$ cat config.mk
export PLATFORM = sky130hd
export DESIGN_NAME = module_control_signals
export DESIGN_NICKNAME = d
export VERILOG_FILES = /design/src/rtl/module_control_pkg.sv /design/src/rtl/ctrl_link_if.sv /design/src/rtl/fast_shutdown_filter.sv /design/src/rtl/module_control_signals.sv
export VERILOG_INCLUDE_DIRS = /design/src /design/src/rtl
export SDC_FILE = /design/constraint.sdc
export NUM_CORES = 1
export LEC_CHECK = 0
export BUFFER_PORTS_ARGS = -buffer_cell sky130_fd_sc_hd__buf_2
export CAP_MARGIN = 30
export CORE_ASPECT_RATIO = 1.25
export CORE_MARGIN = 3
export CORE_UTILIZATION = 59
export CTS_BUF_LIST = sky130_fd_sc_hd__clkbuf_4 sky130_fd_sc_hd__clkbuf_8 sky130_fd_sc_hd__clkbuf_16
export DETAILED_ROUTE_END_ITERATION = 7
export GPL_TIMING_DRIVEN = 0
export PLACE_DENSITY = 0.95
export REMOVE_ABC_BUFFERS = 1
export SLEW_MARGIN = 20
export SYNTH_ARGS = -nofsm -noshare
export SYNTH_HDL_FRONTEND = slang
export SYNTH_SLANG_ARGS = --single-unit
$ cat constraint.sdc
create_clock -name aclk -period 6.8 [get_ports aclk]
set_clock_uncertainty 0.1 [all_clocks]
set_input_delay 1.36 -clock aclk [delete_from_list [all_inputs] [get_ports aclk]]
set_output_delay 1.36 -clock aclk [all_outputs]
set_load 0.01 [all_outputs]
$ cat src/rtl/module_control_regs.svh
`ifndef MODULE_CONTROL_REGS_SVH
`define MODULE_CONTROL_REGS_SVH

////////////////////////////////////////////////////////////////////////////
// register byte offsets
`define REG_CONTROL 8'h00
`define REG_COMMAND 8'h04
`define REG_STATUS 8'h08

// control register fields
`define CTL_LED_MODE 0
`define CTL_FAST_ARM 1
`define CTL_WAKE_CFG 2
`define CTL_HOST_DOWN 3
`define CTL_GPIO_OUT 4
`define CTL_GPIO_OE 5
`define CTL_FLASH_BUSY 6
`define CTL_WIDTH 7
`define CTL_RESET 7'h00

// command register fields, write-only pulses
`define CMD_SHUTDOWN 0
`define CMD_FAST_OPT 1
`define CMD_EV_CALL 2
`define CMD_EV_DATA 3
`define CMD_EV_NOTIFY 4

// status register fields
`define STS_STATE_LSB 0
`define STS_PIN_LEVEL 8
`define STS_WAKEUP 9
`define STS_RESUME 10
`define STS_SUPPRESS 11
`define STS_GPIO_IN 12
`define STS_FAST_SEEN 13
`define STS_LINE_LOW 14

////////////////////////////////////////////////////////////////////////////
// timing: times in microseconds, clock in MHz
`define CLK_MHZ 20
`define FAST_SHDN_MIN_US 1000
`define FAST_SHDN_CYCLES (`FAST_SHDN_MIN_US * `CLK_MHZ)
`define RESUME_US 10000
`define RESUME_CYCLES (`RESUME_US * `CLK_MHZ)
`define DEREG_US 100
`define DEREG_CYCLES (`DEREG_US * `CLK_MHZ)

`endif

$ cat src/rtl/module_control_pkg.sv
`default_nettype none

package module_control_pkg;

  // power sequencing states, one-hot
  typedef enum logic [4:0] {
    st_off   = 5'b00001,
    st_on    = 5'b00010,
    st_flush = 5'b00100,
    st_dereg = 5'b01000,
    st_final = 5'b10000
  } seq_state_t;

  typedef enum logic [1:0] {
    resp_okay   = 2'b00,
    resp_slverr = 2'b10
  } axi_resp_t;

endpackage

`default_nettype wire

$ cat src/rtl/ctrl_link_if.sv
`timescale 1ns/100ps
`default_nettype none

// carries the fast shutdown line between sequencer and its filter
interface ctrl_link_if;
  logic pin_n;
  logic trigger;
  logic line_low;
  modport filt (input pin_n, output trigger, output line_low);
  modport ctl (output pin_n, input trigger, input line_low);
endinterface

`default_nettype wire

$ cat src/rtl/fast_shutdown_filter.sv
`timescale 1ns/100ps
`default_nettype none

module fast_shutdown_filter #(
  parameter int unsigned MIN_CYCLES = 20000
) (
  input wire logic aclk,
  input wire logic aresetn,
  ctrl_link_if.filt link
);
  localparam int unsigned CW = $clog2(MIN_CYCLES + 2);
  localparam logic [CW-1:0] LIMIT = CW'(MIN_CYCLES);

  logic sync1;
  logic sync2;
  logic [CW-1:0] low_cnt;
  logic trig;

  ////////////////////////////////////////////////////////////////////////////
  // two-stage synchroniser, idles high like the pulled-up pin
  always_ff @(posedge aclk) begin
    if (!aresetn) begin
      sync1 <= 1'b1;
      sync2 <= 1'b1;
    end else begin
      sync1 <= link.pin_n;
      sync2 <= sync1;
    end
  end

  // count low cycles; fire once on the cycle past the threshold
  // a release before that just clears the count, so short glitches vanish
  always_ff @(posedge aclk) begin
    if (!aresetn) begin
      low_cnt <= '0;
      trig <= 1'b0;
    end else if (sync2) begin
      low_cnt <= '0;
      trig <= 1'b0;
    end else begin
      trig <= (low_cnt == LIMIT);
      if (low_cnt <= LIMIT) begin
        low_cnt <= low_cnt + CW'(1);
      end
    end
  end

  assign link.trigger = trig;
  assign link.line_low = ~sync2;
endmodule // fast_shutdown_filter

`default_nettype wire

$ cat src/rtl/module_control_signals.sv
`timescale 1ns/100ps
`default_nettype none
`include "module_control_regs.svh"

module module_control_signals #(
  parameter int unsigned ADDR_W = 8,
  parameter int unsigned FAST_MIN_CYCLES = `FAST_SHDN_CYCLES,
  parameter int unsigned RESUME_CYCLES = `RESUME_CYCLES,
  parameter int unsigned DEREG_CYCLES = `DEREG_CYCLES
) (
  input wire logic aclk,
  input wire logic aresetn,
  // axi4-lite slave
  input wire logic [ADDR_W-1:0] s_axi_awaddr,
  input wire logic s_axi_awvalid,
  output var logic s_axi_awready,
  input wire logic [31:0] s_axi_wdata,
  input wire logic [3:0] s_axi_wstrb,
  input wire logic s_axi_wvalid,
  output var logic s_axi_wready,
  output var logic [1:0] s_axi_bresp,
  output var logic s_axi_bvalid,
  input wire logic s_axi_bready,
  input wire logic [ADDR_W-1:0] s_axi_araddr,
  input wire logic s_axi_arvalid,
  output var logic s_axi_arready,
  output var logic [31:0] s_axi_rdata,
  output var logic [1:0] s_axi_rresp,
  output var logic s_axi_rvalid,
  input wire logic s_axi_rready,
  // module pins
  input wire logic ignition_input,
  input wire logic fast_shutdown_n,
  output var logic fast_shutdown_pullup,
  input wire logic power_state_indicator_in,
  output var logic power_state_indicator_out,
  output var logic power_state_indicator_oe,
  input wire logic shared_line_led_in,
  output var logic shared_line_led_out,
  output var logic shared_line_led_oe,
  output var logic wakeup_output,
  output var logic usb_remote_resume,
  output var logic unsolicited_notification
);
  localparam int unsigned RW = $clog2(RESUME_CYCLES + 1);
  localparam int unsigned DW = $clog2(DEREG_CYCLES + 1);

  // merge a written word into a register under byte strobes
  function automatic logic [31:0] merge(input logic [31:0] old,
                                        input logic [31:0] val,
                                        input logic [3:0] strb);
    logic [31:0] res;
    res = old;
    for (int i = 0; i < 4; i++) begin
      if (strb[i]) begin
        res[8*i +: 8] = val[8*i +: 8];
      end
    end
    return res;
  endfunction

  module_control_pkg::seq_state_t state;
  module_control_pkg::seq_state_t next_state;
  logic [`CTL_WIDTH-1:0] control;
  logic [ADDR_W-1:0] aw_addr;
  logic aw_got;
  logic w_got;
  logic [31:0] w_data;
  logic [3:0] w_strb;
  logic fast_mode;
  logic suppress;
  logic fast_seen;
  logic [DW-1:0] dereg_cnt;
  logic [RW-1:0] resume_cnt;

  ctrl_link_if link();

  ////////////////////////////////////////////////////////////////////////////
  // fast shutdown line filter
  assign link.pin_n = fast_shutdown_n;

  fast_shutdown_filter #(
    .MIN_CYCLES(FAST_MIN_CYCLES)
  ) u_filter (
    .aclk(aclk),
    .aresetn(aresetn),
    .link(link.filt)
  );

  ////////////////////////////////////////////////////////////////////////////
  // axi write channel decode
  wire aw_hs = s_axi_awvalid & s_axi_awready;
  wire w_hs = s_axi_wvalid & s_axi_wready;
  wire do_write = aw_got & w_got & ~s_axi_bvalid;
  wire [ADDR_W-1:0] wr_word = aw_addr & ~ADDR_W'(3);
  wire wr_ctl = do_write & (wr_word == ADDR_W'(`REG_CONTROL));
  wire wr_cmd = do_write & (wr_word == ADDR_W'(`REG_COMMAND));
  wire wr_sts = do_write & (wr_word == ADDR_W'(`REG_STATUS));
  wire wr_ok = wr_ctl | wr_cmd | wr_sts;
  wire [31:0] wmask = merge(32'h0000_0000, w_data, w_strb);
  // a call result cannot be sliced, so the merged word gets a name
  wire [31:0] ctl_merged = merge({25'h0000000, control}, w_data, w_strb);
  wire next_aw_got = (aw_got | aw_hs) & ~do_write;
  wire next_w_got = (w_got | w_hs) & ~do_write;
  wire next_bvalid = do_write | (s_axi_bvalid & ~s_axi_bready);

  // command pulses only count in their own cycle
  wire cmd_shdn = wr_cmd & wmask[`CMD_SHUTDOWN];
  wire cmd_fast = wr_cmd & wmask[`CMD_FAST_OPT];
  wire ev_notify = wr_cmd & wmask[`CMD_EV_NOTIFY];
  wire ev_any = wr_cmd & (wmask[`CMD_EV_CALL] | wmask[`CMD_EV_DATA] |
                wmask[`CMD_EV_NOTIFY]);

  // axi read channel decode
  wire ar_hs = s_axi_arvalid & s_axi_arready;
  wire [ADDR_W-1:0] rd_word = s_axi_araddr & ~ADDR_W'(3);
  wire rd_ctl = rd_word == ADDR_W'(`REG_CONTROL);
  wire rd_cmd = rd_word == ADDR_W'(`REG_COMMAND);
  wire rd_sts = rd_word == ADDR_W'(`REG_STATUS);
  wire next_rvalid = ar_hs | (s_axi_rvalid & ~s_axi_rready);

  ////////////////////////////////////////////////////////////////////////////
  // shared line: led use locks out the general-purpose function
  wire led_mode = control[`CTL_LED_MODE];
  wire led_on = (state == module_control_pkg::st_on);
  wire next_line_out = led_mode ? led_on : control[`CTL_GPIO_OUT];
  wire next_line_oe = led_mode | control[`CTL_GPIO_OE];
  wire gpio_in_seen = ~led_mode & shared_line_led_in;

  // status word assembled for reads
  wire [31:0] status_word = {17'h00000, link.line_low, fast_seen,
                gpio_in_seen, suppress, usb_remote_resume, wakeup_output,
                power_state_indicator_in, 3'h0, state};
  wire [31:0] rd_data = rd_ctl ? {25'h0000000, control} :
                rd_sts ? status_word : 32'h0000_0000;

  ////////////////////////////////////////////////////////////////////////////
  // fast shutdown start: armed feature and a long enough low pulse
  wire fast_go = link.trigger & control[`CTL_FAST_ARM];
  wire in_on = (state == module_control_pkg::st_on);
  wire start_shdn = in_on & (cmd_shdn | fast_go);
  wire flash_idle = ~control[`CTL_FLASH_BUSY];

  // sequencer next state
  always_comb begin
    next_state = state;
    unique case (state)
      module_control_pkg::st_off: begin
        if (!ignition_input) begin
          next_state = module_control_pkg::st_on;
        end
      end
      module_control_pkg::st_on: begin
        if (start_shdn) begin
          next_state = module_control_pkg::st_flush;
        end
      end
      module_control_pkg::st_flush: begin
        // pending flash writes always finish, fast or not
        if (flash_idle) begin
          next_state = fast_mode ? module_control_pkg::st_final
                                 : module_control_pkg::st_dereg;
        end
      end
      module_control_pkg::st_dereg: begin
        if (dereg_cnt == '0) begin
          next_state = module_control_pkg::st_final;
        end
      end
      module_control_pkg::st_final: begin
        next_state = module_control_pkg::st_off;
      end
      default: begin
        next_state = module_control_pkg::st_off;
      end
    endcase
  end

  ////////////////////////////////////////////////////////////////////////////
  // axi handshake flops
  always_ff @(posedge aclk) begin
    if (!aresetn) begin
      aw_got <= 1'b0;
      w_got <= 1'b0;
      s_axi_awready <= 1'b0;
      s_axi_wready <= 1'b0;
      s_axi_bvalid <= 1'b0;
    end else begin
      aw_got <= next_aw_got;
      w_got <= next_w_got;
      s_axi_awready <= ~next_aw_got & ~next_bvalid;
      s_axi_wready <= ~next_w_got & ~next_bvalid;
      s_axi_bvalid <= next_bvalid;
    end
  end

  // captured write payloads and response code
  always_ff @(posedge aclk) begin
    if (!aresetn) begin
      aw_addr <= '0;
      w_data <= 32'h0000_0000;
      w_strb <= 4'h0;
      s_axi_bresp <= module_control_pkg::resp_okay;
    end else begin
      if (aw_hs) begin
        aw_addr <= s_axi_awaddr;
      end
      if (w_hs) begin
        w_data <= s_axi_wdata;
        w_strb <= s_axi_wstrb;
      end
      if (do_write) begin
        s_axi_bresp <= wr_ok ? module_control_pkg::resp_okay
                             : module_control_pkg::resp_slverr;
      end
    end
  end

  // read channel: data is taken at the address handshake
  always_ff @(posedge aclk) begin
    if (!aresetn) begin
      s_axi_arready <= 1'b0;
      s_axi_rvalid <= 1'b0;
      s_axi_rdata <= 32'h0000_0000;
      s_axi_rresp <= module_control_pkg::resp_okay;
    end else begin
      s_axi_arready <= ~next_rvalid;
      s_axi_rvalid <= next_rvalid;
      if (ar_hs) begin
        s_axi_rdata <= rd_data;
        s_axi_rresp <= (rd_ctl | rd_cmd | rd_sts)
                       ? module_control_pkg::resp_okay
                       : module_control_pkg::resp_slverr;
      end
    end
  end

  ////////////////////////////////////////////////////////////////////////////
  // control register, byte-strobed
  always_ff @(posedge aclk) begin
    if (!aresetn) begin
      control <= `CTL_RESET;
    end else if (wr_ctl) begin
      control <= ctl_merged[`CTL_WIDTH-1:0];
    end
  end

  // sticky fast-shutdown flag, write one to clear; a new event wins
  always_ff @(posedge aclk) begin
    if (!aresetn) begin
      fast_seen <= 1'b0;
    end else if (start_shdn & ~cmd_shdn) begin
      fast_seen <= 1'b1;
    end else if (wr_sts & wmask[`STS_FAST_SEEN]) begin
      fast_seen <= 1'b0;
    end
  end

  ////////////////////////////////////////////////////////////////////////////
  // sequencer state, shutdown flavour and deregistration timer
  always_ff @(posedge aclk) begin
    if (!aresetn) begin
      state <= module_control_pkg::st_off;
      fast_mode <= 1'b0;
      suppress <= 1'b0;
      dereg_cnt <= '0;
    end else begin
      state <= next_state;
      if (start_shdn) begin
        fast_mode <= fast_go | cmd_fast;
        suppress <= ~fast_go & cmd_fast;
      end else if (state == module_control_pkg::st_final) begin
        suppress <= 1'b0;
      end
      if (next_state == module_control_pkg::st_dereg &&
          state != module_control_pkg::st_dereg) begin
        dereg_cnt <= DW'(DEREG_CYCLES);
      end else if (dereg_cnt != '0) begin
        dereg_cnt <= dereg_cnt - DW'(1);
      end
    end
  end

  ////////////////////////////////////////////////////////////////////////////
  // open-drain power indicator: pull low only while the module is up
  always_ff @(posedge aclk) begin
    if (!aresetn) begin
      power_state_indicator_out <= 1'b0;
      power_state_indicator_oe <= 1'b0;
      fast_shutdown_pullup <= 1'b0;
    end else begin
      power_state_indicator_out <= 1'b0;
      fast_shutdown_pullup <= 1'b1;
      if (state == module_control_pkg::st_off && !ignition_input) begin
        power_state_indicator_oe <= 1'b1;
      end else if (state == module_control_pkg::st_final) begin
        power_state_indicator_oe <= 1'b0;
      end
    end
  end

  // shared line drive
  always_ff @(posedge aclk) begin
    if (!aresetn) begin
      shared_line_led_out <= 1'b0;
      shared_line_led_oe <= 1'b0;
    end else begin
      shared_line_led_out <= next_line_out;
      shared_line_led_oe <= next_line_oe;
    end
  end

  ////////////////////////////////////////////////////////////////////////////
  // notifications: none at all once a fast-option command is under way, unless the fast shutdown pin fires in the same cycle
  always_ff @(posedge aclk) begin
    if (!aresetn) begin
      unsolicited_notification <= 1'b0;
    end else begin
      unsolicited_notification <= ~suppress &
        ((ev_notify & in_on) | (state == module_control_pkg::st_final));
    end
  end

  // wake the sleeping host: dedicated line, else usb remote resume
  // the line stays high until software marks the host awake again or clears the wake config bit
  wire host_down = control[`CTL_HOST_DOWN];
  wire wake_ev = ev_any & in_on & host_down;
  always_ff @(posedge aclk) begin
    if (!aresetn) begin
      wakeup_output <= 1'b0;
      usb_remote_resume <= 1'b0;
      resume_cnt <= '0;
    end else begin
      if (!host_down || !control[`CTL_WAKE_CFG]) begin
        wakeup_output <= 1'b0;
      end else if (wake_ev) begin
        wakeup_output <= 1'b1;
      end
      if (wake_ev && !control[`CTL_WAKE_CFG] && resume_cnt == '0) begin
        resume_cnt <= RW'(RESUME_CYCLES);
        usb_remote_resume <= 1'b1;
      end else if (resume_cnt != '0) begin
        resume_cnt <= resume_cnt - RW'(1);
        usb_remote_resume <= (resume_cnt != RW'(1));
      end
    end
  end
endmodule // module_control_signals

`default_nettype wire

# Word level (Yosys, flattened, before mapping)

Index checks and enable logic that the tools add are counted.

Register bits: 136
Input bits: 63

Add/subtract/negate cells: 3
Reductions and logical operators: 24
$lt $le $gt $ge: 1
Bitwise logic cells: 56
Mux-type cells: 25
Equal/unequal tests: 13

Operators by type and width:

| kind                    | number |
|---|---|
| $mux W18                | 2 |
| $mux W15                | 2 |
| $mux W5                 | 6 |
| $and A1 B1 Y1           | 28 |
| $mux W11                | 2 |
| $pmux W5 S4             | 1 |
| $logic_not A18 Y1       | 1 |
| $ne A18 B1 Y1 const B   | 1 |
| $reduce_bool A18 Y1     | 1 |
| $sub A18 B1 Y18 const B | 1 |
| $logic_not A8 Y1        | 2 |
| $add A15 B1 Y15 const B | 1 |
| $eq A15 B15 Y1 const B  | 1 |
| $le A15 B15 Y1 const B  | 1 |
| $not A1 Y1              | 14 |
| $or A1 B1 Y1            | 14 |
| $eq A6 B1 Y1 const B    | 2 |
| $eq A6 B2 Y1 const B    | 2 |
| $logic_not A11 Y1       | 1 |
| $reduce_bool A11 Y1     | 1 |
| $sub A11 B1 Y11 const B | 1 |
| $eq A5 B4 Y1 const B    | 2 |
| $reduce_bool A2 Y1      | 5 |
| $mux W1                 | 9 |
| 12 further kinds        | 21 |

# Longest topological paths before layout

Gate-level depths: netlist of the first run.

Word-level depth: 11
Depth in mapped cells: 7

# By module

A second synthesis of the first run with hierarchy kept.

Cells, all modules: 584
Area total of the unflattened synthesis: 5052.3 µm²

By module, submodules not included:

| module                 | cells each | area an instance (µm²) | instances | seq. area each (µm²) |
|---|---|---|---|---|
| module_control_signals | 463        | 3977.6                 | 1         | 1801.7 |
| fast_shutdown_filter   | 121        | 1074.8                 | 1         | 360.3 |

# Worst setup path before layout of the first run

OpenSTA, ideal clock, no wires.

Kind: input to register
Start: in s_axi_araddr[5]
End: reg s_axi_rdata[5]
Path buffers: 0
Setup slack: 3.848 ns
Stages on the path: 4
Arrival time: 2.781 ns
Setup time: 0.070 ns
Data required time: 6.630 ns
Path through: or4_1 -> or3_1 -> or3b_1 -> a21oi_1

Longest elaborated chain between the ends: 2

RTL lines:

| item                 | line                          | source |
|---|---|---|
| from (decl)          | module_control_signals.sv:24  | `input wire logic [ADDR_W-1:0] s_axi_araddr,` |
| $logic_not A8 Y1     | module_control_signals.sv:117 | `` wire rd_ctl = rd_word == ADDR_W'(`REG_CONTROL); `` |
| $mux W15             | module_control_signals.sv:134 | `wire [31:0] rd_data = rd_ctl ? {25'h0000000, control} :` |
| to (signal assigned) | module_control_signals.sv:230 | `s_axi_rdata <= rd_data;` |
| to (decl)            | module_control_signals.sv:27  | `output var logic [31:0] s_axi_rdata,` |

No other way between the ends.
A chain may end at the register's enable or synchronous reset.

# Final worst setup path of the first run

Start: in aresetn
End: reg u_filter.low_cnt[11]

Longest elaborated chain between the ends: 2

RTL lines:

| item                       | line                         | source |
|---|---|---|
| from (decl)                | module_control_signals.sv:12 | `input wire logic aresetn,` |
| $not A1 Y1 (no line)       | n/a                          |  |
| $reduce_or A2 Y1 (no line) | n/a                          |  |
| to (signal assigned)       | fast_shutdown_filter.sv:43   | `low_cnt <= low_cnt + CW'(1);` |
| to (decl)                  | fast_shutdown_filter.sv:16   | `logic [CW-1:0] low_cnt;` |

No other way between the ends.

==> results.md, run 1 <==
* Quantity of hold-fixing buffers added after cts at 0
* Vert. Die Dim at ~110 um
* Gpl congestion at between 0.9 and 1
* Setup repair bufs after CTS at 0
* WHS at 0.3303 ns
* Syn Area/Cell at 8.537 um2
* RSZ-0062 raised after global routing: no
* Row Count at 37
* CP delay by family, top: simple AND/OR/NAND/NOR gates
* Fill count at ~650
* Critical path, cell by cell: buf_2 -> inv_2 -> nor2_1 -> o2111ai_1 -> nand3_1
* CP peak stage delay at ~0.70 ns
* I/O pin cnt at 112
* Root buffer cell: clkbuf_8
* Final TNS setup at 0 ns
* Final wirelength at approximately 12000 um
* Rel. slew slack at 0.4431
* Yosys warns at 0
* Gates resized, CTS repair at 0
* Mapped Area at around 5100 um2
* Sequential area share after synthesis at 0.4235
* Clock latency on the worst-skew pair at 0.39 ns
* Pins Over Slew Limit at 0
* Worst Setup End Kind: flop
* Starting Density at 0.6126
* Clk slew on worst S/H paths at 0.10 ns
* Sw frac at 0.3738
* Total Routing Usage GR at 0.2411
* Worst Setup Start Kind: input port
* Placed insts at about 720
* Pin count of the biggest net entering global routing at 63
* Antenna Cells at 0
* Number of flops mapped to enable cells by yosys at 0
* Post-DP HPWL at 8340 um
* Tmin final at approximately 2.9 ns
* Critical path arrival at around 3.1 ns
* DR vias at about 4600
* Highest clock rate at 345.0 MHz
* WP buf/inv at 2
* Die Wd at 89.20 um
* First-pass GRT wire length at between 15000 and 20000 um
* Total power at around 1.9 mW
* DRC Markers at 0
* Wire per inst at 15.95 um
* Clock sink total at 108
* Clock power frac at 0.219
* Initial antenna violation count at 0
* P_leak at 2.161 nW
* Status: finished clean
* Primary FF master, synth: dfxtp_1
* Die area at just under 10000 um2
* CTS max path bufs at 2
* Comb pwr share at 0.350
* Seq pwr share at 0.431
* Worst EP required at about 7.0 ns
* DR pass1 iterations at 5
* CTS tree: built
* Final core occ at 0.6638
* Vias in the first global route at approximately 4300
* Cts bufs inserted at 9
* Distinct cell type count after synthesis at between 60 and 70
* HP Class: flop to flop
* PD cells at 335.7 nW/um2
* H-tree depth at 3
* Post-Synthesis Cells at about 600
* Number of DRC markers in iteration 0 at between 300 and 400
* VDD IR max at between 0.15 and 0.2 mV
* Core area at between 8000 and 9000 um2
* Register bit count reported by yosys at around 110
* Layout area overhead at 8.358%
* CP Class: input port to flop
* Nets at roughly 700
* Fraction of layout cells with a size suffix above 1 at 0.1462
* Synth async-reset ratio at 0
* Crit path max fanout at 27
* Max-cap violations at 0
* Input/output buffers at 60
* DR vias/cell at around 6.2
* Final Hold Fails at 0
* Finished Layout Cells at between 700 and 800
* Psw at roughly 0.69 mW
* Slowest cell on the critical path: nor2_1
* Internal at 1.163 mW
* Fin crit share at 0.4263
* Antenna Violating Nets Remaining at 0
* Worst Max-Slew Pin Slew at 0.8323 ns
* Final setup violation count at 0
* Gr ovfl total at 0
==> through the flow <==
stage / setup slack (ns) / area [um2]
6_report: 3.901 / 5532
5_1_grt: 3.741 / 5532
4_1_cts: 3.545 / 5502
3_5_place_dp: 3.161 / 5293
3_3_place_gp: 3.216 / 5288
2_1_floorplan: 3.842 / 4866
==> cell usage in the layout, fill, tap and decap left out, types with 7 or more instances in the layout <==
cell type  Yosys  routed
conb_1         1      21
inv_1         15      15
buf_2          2      61
or3_1         18      18
nor2_1        43      43
nand4_1        9       9
o31ai_1        9       9
clkbuf_8       0      10
o21ai_0        8       8
nand3_1       22      22
nand2_1       60      60
and2_1         8       8
dfxtp_1      108     108
a21oi_1       57      57
a31oi_1        9       9
or4_1         15      15
nand2b_1      12      12
nor4_1         7       7
mux2i_1       18      18
o21ai_1       14      14
==> worst reg2reg max path, stage by stage (launching register included) <==
cell and delay, ns:
dfxtp_1 0.36, or4_1 0.67, or3_1 0.49, or4_1 0.54, a311oi_1 0.30
==> worst paths after layout <==
| check | start | to | slack, ns | cells past startpoint |
|---|---|---|---|---|
| setup / recovery | aresetn | u_filter.low_cnt[11] | 3.90 | 5 |
| hold reg to reg | u_filter.sync1 | u_filter.sync2 | 0.33 | 1 |
| setup reg to reg | resume_cnt[0] | resume_cnt[17] | 4.25 | 4 |
| hold / removal | u_filter.sync1 | u_filter.sync2 | 0.33 | 1 |
==> sequential cells by signal, indices dropped and copies added, names as in the netlist, 2 cells and up <==
| register | cells |
|---|---|
| dereg_cnt | 11 |
| s_axi_rdata | 14 |
| w_strb | 2 |
| state | 5 |
| w_data | 8 |
| u_filter.low_cnt | 15 |
| aw_addr | 6 |
| control | 7 |
| resume_cnt | 18 |
==> layer usage <==
| metal | vias to the layer above | global-route usage | wire (um) |
|---|---|---|---|
| met2 | 210 | 0.4152 | 5887 |
| li1 | 2213 | - | - |
| met3 | 31 | 0.03866 | 818 |
| met1 | 2132 | 0.2884 | 4780 |
| met5 | - | 0 | 0 |
| met4 | 0 | 0.1170 | 316 |
==> synth_stat cells (12+ instances only) <==
library cell / instances / area [um2]
buf_4: 22 / 165.2
o21ai_1: 14 / 70.07
nor2_1: 43 / 161.4
or3_1: 18 / 112.6
a21oi_1: 57 / 285.3
clkbuf_1: 25 / 93.84
nand2_1: 60 / 225.2
or4_1: 15 / 112.6
dfxtp_1: 108 / 2162
mux2i_1: 18 / 180.2
nand2b_1: 12 / 75.07
inv_1: 15 / 56.30
nand3_1: 22 / 110.1
==> power by group through the flow <==
stage / logic [mW] / clock network (mW) / registers, mW
floorplan: 0.493 / 0 / 0.791
global placement: 0.586 / 0 / 0.802
detailed placement: 0.622 / 0 / 0.811
CTS: 0.633 / 0.413 / 0.797
global route: 0.722 / 0.435 / 0.812
finish: 0.649 / 0.407 / 0.800
==> cell type report <==
class | count | area (um2) | area share
clock buffer | 10 | 137.6 | 0.02488
clock inverter | 6 | 71.32 | 0.01289
inverter | 17 | 63.81 | 0.01154
multi-input combinational | 439 | 2645 | 0.4782
sequential | 108 | 2162 | 0.3909
tap | 97 | 121.4 | 0.02194
timing repair buffer | 63 | 330.3 | 0.05971
==> cell families (layout without fill, tap and decap cells) <==
logic type / count (synthesis) / in the layout / share of synthesized area
fa+ha+maj: 5 / 5 / 0.01225
compound gates: 137 / 137 / 0.1689
mux: 18 / 18 / 0.03529
other cells: 1 / 21 / 0.0007346
flops: 108 / 108 / 0.4235
buf+inv: 71 / 96 / 0.07402
xor+xnor: 9 / 9 / 0.01544
simple gates: 249 / 249 / 0.2699
Power figures use the tool's default switching activity.
==> run 2: changes to the inputs <==
Settings changed: CORE_UTILIZATION 59 to 54, PLACE_DENSITY 0.95 to 0.88.
Clock period 6.8 ns to 3 ns, I/O delays scaled along.
==> results.md, run 2 (synthesized netlist as in run 1, its figures left out) <==
* Initial antenna violation count at 0 (unchanged)
* Die area at 10660 um2 (+8.7%)
* Quantity of hold-fixing buffers added after cts at 0 (unchanged)
* Reg2reg end: resume_cnt[17]
* Worst hold path endpoint: u_filter.sync2
* Grt met3 use at 0.02959 (-0.009076)
* Most frequent cells in the layout: dfxtp_1, buf_2, nand2_1, a21oi_1, nor2_1
* DRC Markers at 0 (unchanged)
* Starting Density at 0.5565 (-0.05615)
* Antenna Cells at 0 (unchanged)
* Slowest cell on the critical path: or4_1
* Gr ovfl total at 0 (unchanged)
* Placed insts at 748 (+3.6%)
* Post-DP HPWL at 8134 um (-2.5%)
* Most used routing layer: met2
* Core area at 9174 um2 (+10%)
* Largest Register: resume_cnt
* Crit path max fanout at 8 (-70%)
* Max reg flops at 18 (unchanged)
* Row Count at 39 (+5.4%)
* Tmin final at about 2.5 ns
* Most used cell, CP: or4_1
* Antenna Violating Nets Remaining at 0 (unchanged)
* Sw frac at 0.3425 (-0.03135)
* Area of placed instances at 5325 um2 (+0.61%)
* Pre-CTS setup slack at 0.1028 ns (-3.058 ns)
* Design Area, Final at 5677 um2 (+2.6%)
* Pin count of the biggest net entering global routing at 63 (unchanged)
* Number of DRC markers in iteration 0 at 422 (+6.6%)
* Highest clock rate at between 300 and 400 MHz
* Cts bufs inserted at 9 (unchanged)
* Nets at 707 (+0.14%)
* PD cells at 800.1 nW/um2 (+140%)
* Gates resized, CTS repair at 0 (unchanged)
* VDD IR max at 0.3716 mV (+90%)
* Largest regs: resume_cnt x18, u_filter.low_cnt x15, s_axi_rdata x14
* WP buf/inv at 0 (-2)
* Layout area overhead at 11.20%
* Die Wd at 92.97 um (+4.2%)
* Vias in the first global route at 4103 (-4.0%)
* Clock sink total at 108 (unchanged)
* GR Util met2 at 0.3743 (-0.04083)
* First-pass GRT wire length at 18840 um (-0.51%)
* Final setup violation count at 0 (unchanged)
* Worst Reg2Reg Path Length in Cells at 4 (unchanged)
* GR Layer Usage met1 at 0.2701 (-0.01827)
* Input/output buffers at 60 (unchanged)
* Worst Setup Start Kind: flop
* Seq pwr share at 0.400 (-0.031)
* Worst Max-Slew Pin Slew at 0.8355 ns (+0.003123 ns)
* Max-cap violations at 0 (unchanged)
* Clk slew on worst S/H paths at 0.07 ns (-0.03 ns)
* Gpl congestion at 0.8889 (-4.2%)
* Worst Setup End Kind: flop
* CP Class: flop to flop
* Clock latency on the worst-skew pair at 0.35 ns (-0.04 ns)
* Root buffer cell: clkbuf_16
* Internal at 2.986 mW (+160%)
* Rel. slew slack at 0.4410 (-0.002090)
* Wire per inst at 15.11 um (-5.3%)
* DR vias/cell at 5.914 (-4.6%)
* DR vias at 4536 (-1.1%)
* P_leak at 2.222 nW (+2.8%)
* Setup repair bufs after CTS at 0 (unchanged)
* Status: finished clean
* CP peak stage delay at 0.66 ns (-0.04 ns)
* DR pass1 iterations at 7 (+2)
* Flop2flop setup slack at 0.49 ns (-3.76 ns)
* Final Hold Fails at 0 (unchanged)
* CTS tree: built
* Clock power frac at 0.279 (+0.060)
* Psw at 1.555 mW (+120%)
* Final wirelength at 11590 um (-1.8%)
* Finished Layout Cells at 767 (+3.6%)
* Total Routing Usage GR at 0.2147 (-0.02638)
* Final TNS setup at 0 ns (unchanged)
* I/O pin cnt at 112 (unchanged)
* Fill count at 791 (+21%)
* HP Class: flop to flop
* CP delay by family, top: simple AND/OR/NAND/NOR gates
* Vert. Die Dim at 114.7 um (+4.3%)
* Critical path arrival at 2.65 ns (-0.47 ns)
* Setup slack after layout at 0.4942 ns (-3.407 ns)
* Total power at 4.542 mW (+140%)
* Comb pwr share at 0.321 (-0.029)
* Critical path, cell by cell: or4_1 -> or3_1 -> or4_1 -> a311oi_1
* Pins Over Slew Limit at 0 (unchanged)
* R2r startpoint: resume_cnt[0]
* Fin crit share at 0.8353
* HP Start: u_filter.sync1
* CTS max path bufs at 2 (unchanged)
* Hold Path Stages at 1 (unchanged)
* H-tree depth at 3 (unchanged)
* Commonest non-fill, non-tap cell in the layout: dfxtp_1
* Worst EP required at 3.15 ns (-3.87 ns)
* Fraction of layout cells with a size suffix above 1 at 0.1460 (-0.0002270)
* RSZ-0062 raised after global routing: no
==> run 2: worst max-delay path by stage <==
stage / from / cells past startpoint / slack (ns) / end
2_1_floorplan: resume_cnt[0] / 4 / 0.76 / resume_cnt[17]
3_3_place_gp: aresetn / 5 / 0.15 / u_filter.low_cnt[11]
3_5_place_dp: aresetn / 5 / 0.10 / u_filter.low_cnt[11]
4_1_cts: resume_cnt[10] / 4 / 0.42 / resume_cnt[17]
5_1_grt: resume_cnt[0] / 6 / 0.37 / resume_cnt[12]
6_report: resume_cnt[0] / 4 / 0.49 / resume_cnt[17]
==> run 2: power by group through the flow <==
stage               Combinational [mW]  Sequential, mW  Clock [mW]
finish                            1.46            1.82        1.27
detailed placement                1.41            1.84           0
global placement                  1.33            1.82           0
CTS                               1.43            1.81        1.28
global route                      1.64            1.85        1.33
floorplan                         1.12            1.79           0
==> run 2: worst reg2reg max path, delay by kind of cell, from the launching register on <==
family          cells  cell delay [ns]
simple gates        3             1.66
flops               1             0.35
compound gates      1             0.30
==> run 2: final cells by class <==
class	instances	area (um2)	area share
timing repair buffer	64	335.3	0.05907
clock inverter	5	75.07	0.01322
tap	123	153.9	0.02711
multi-input combinational	439	2640	0.4651
sequential	108	2162	0.3809
clock buffer	11	246.5	0.04342
inverter	17	63.81	0.01124
==> run 2: per-layer routing <==
layer  wire length (um)  vias up
li1                   -     2210
met1               4984     2160
met2               5790      147
met3                593       19
met4                218        0
met5                  0        -
==> run 2: through the flow <==
step	hold WS, ns	utilization
after global placement	0.2885	0.5799
after detailed placement	0.3078	0.5805
final	0.3482	0.6188
after floorplan	0.2863	-
after CTS	0.3573	0.6155
after global routing	0.3683	0.6188
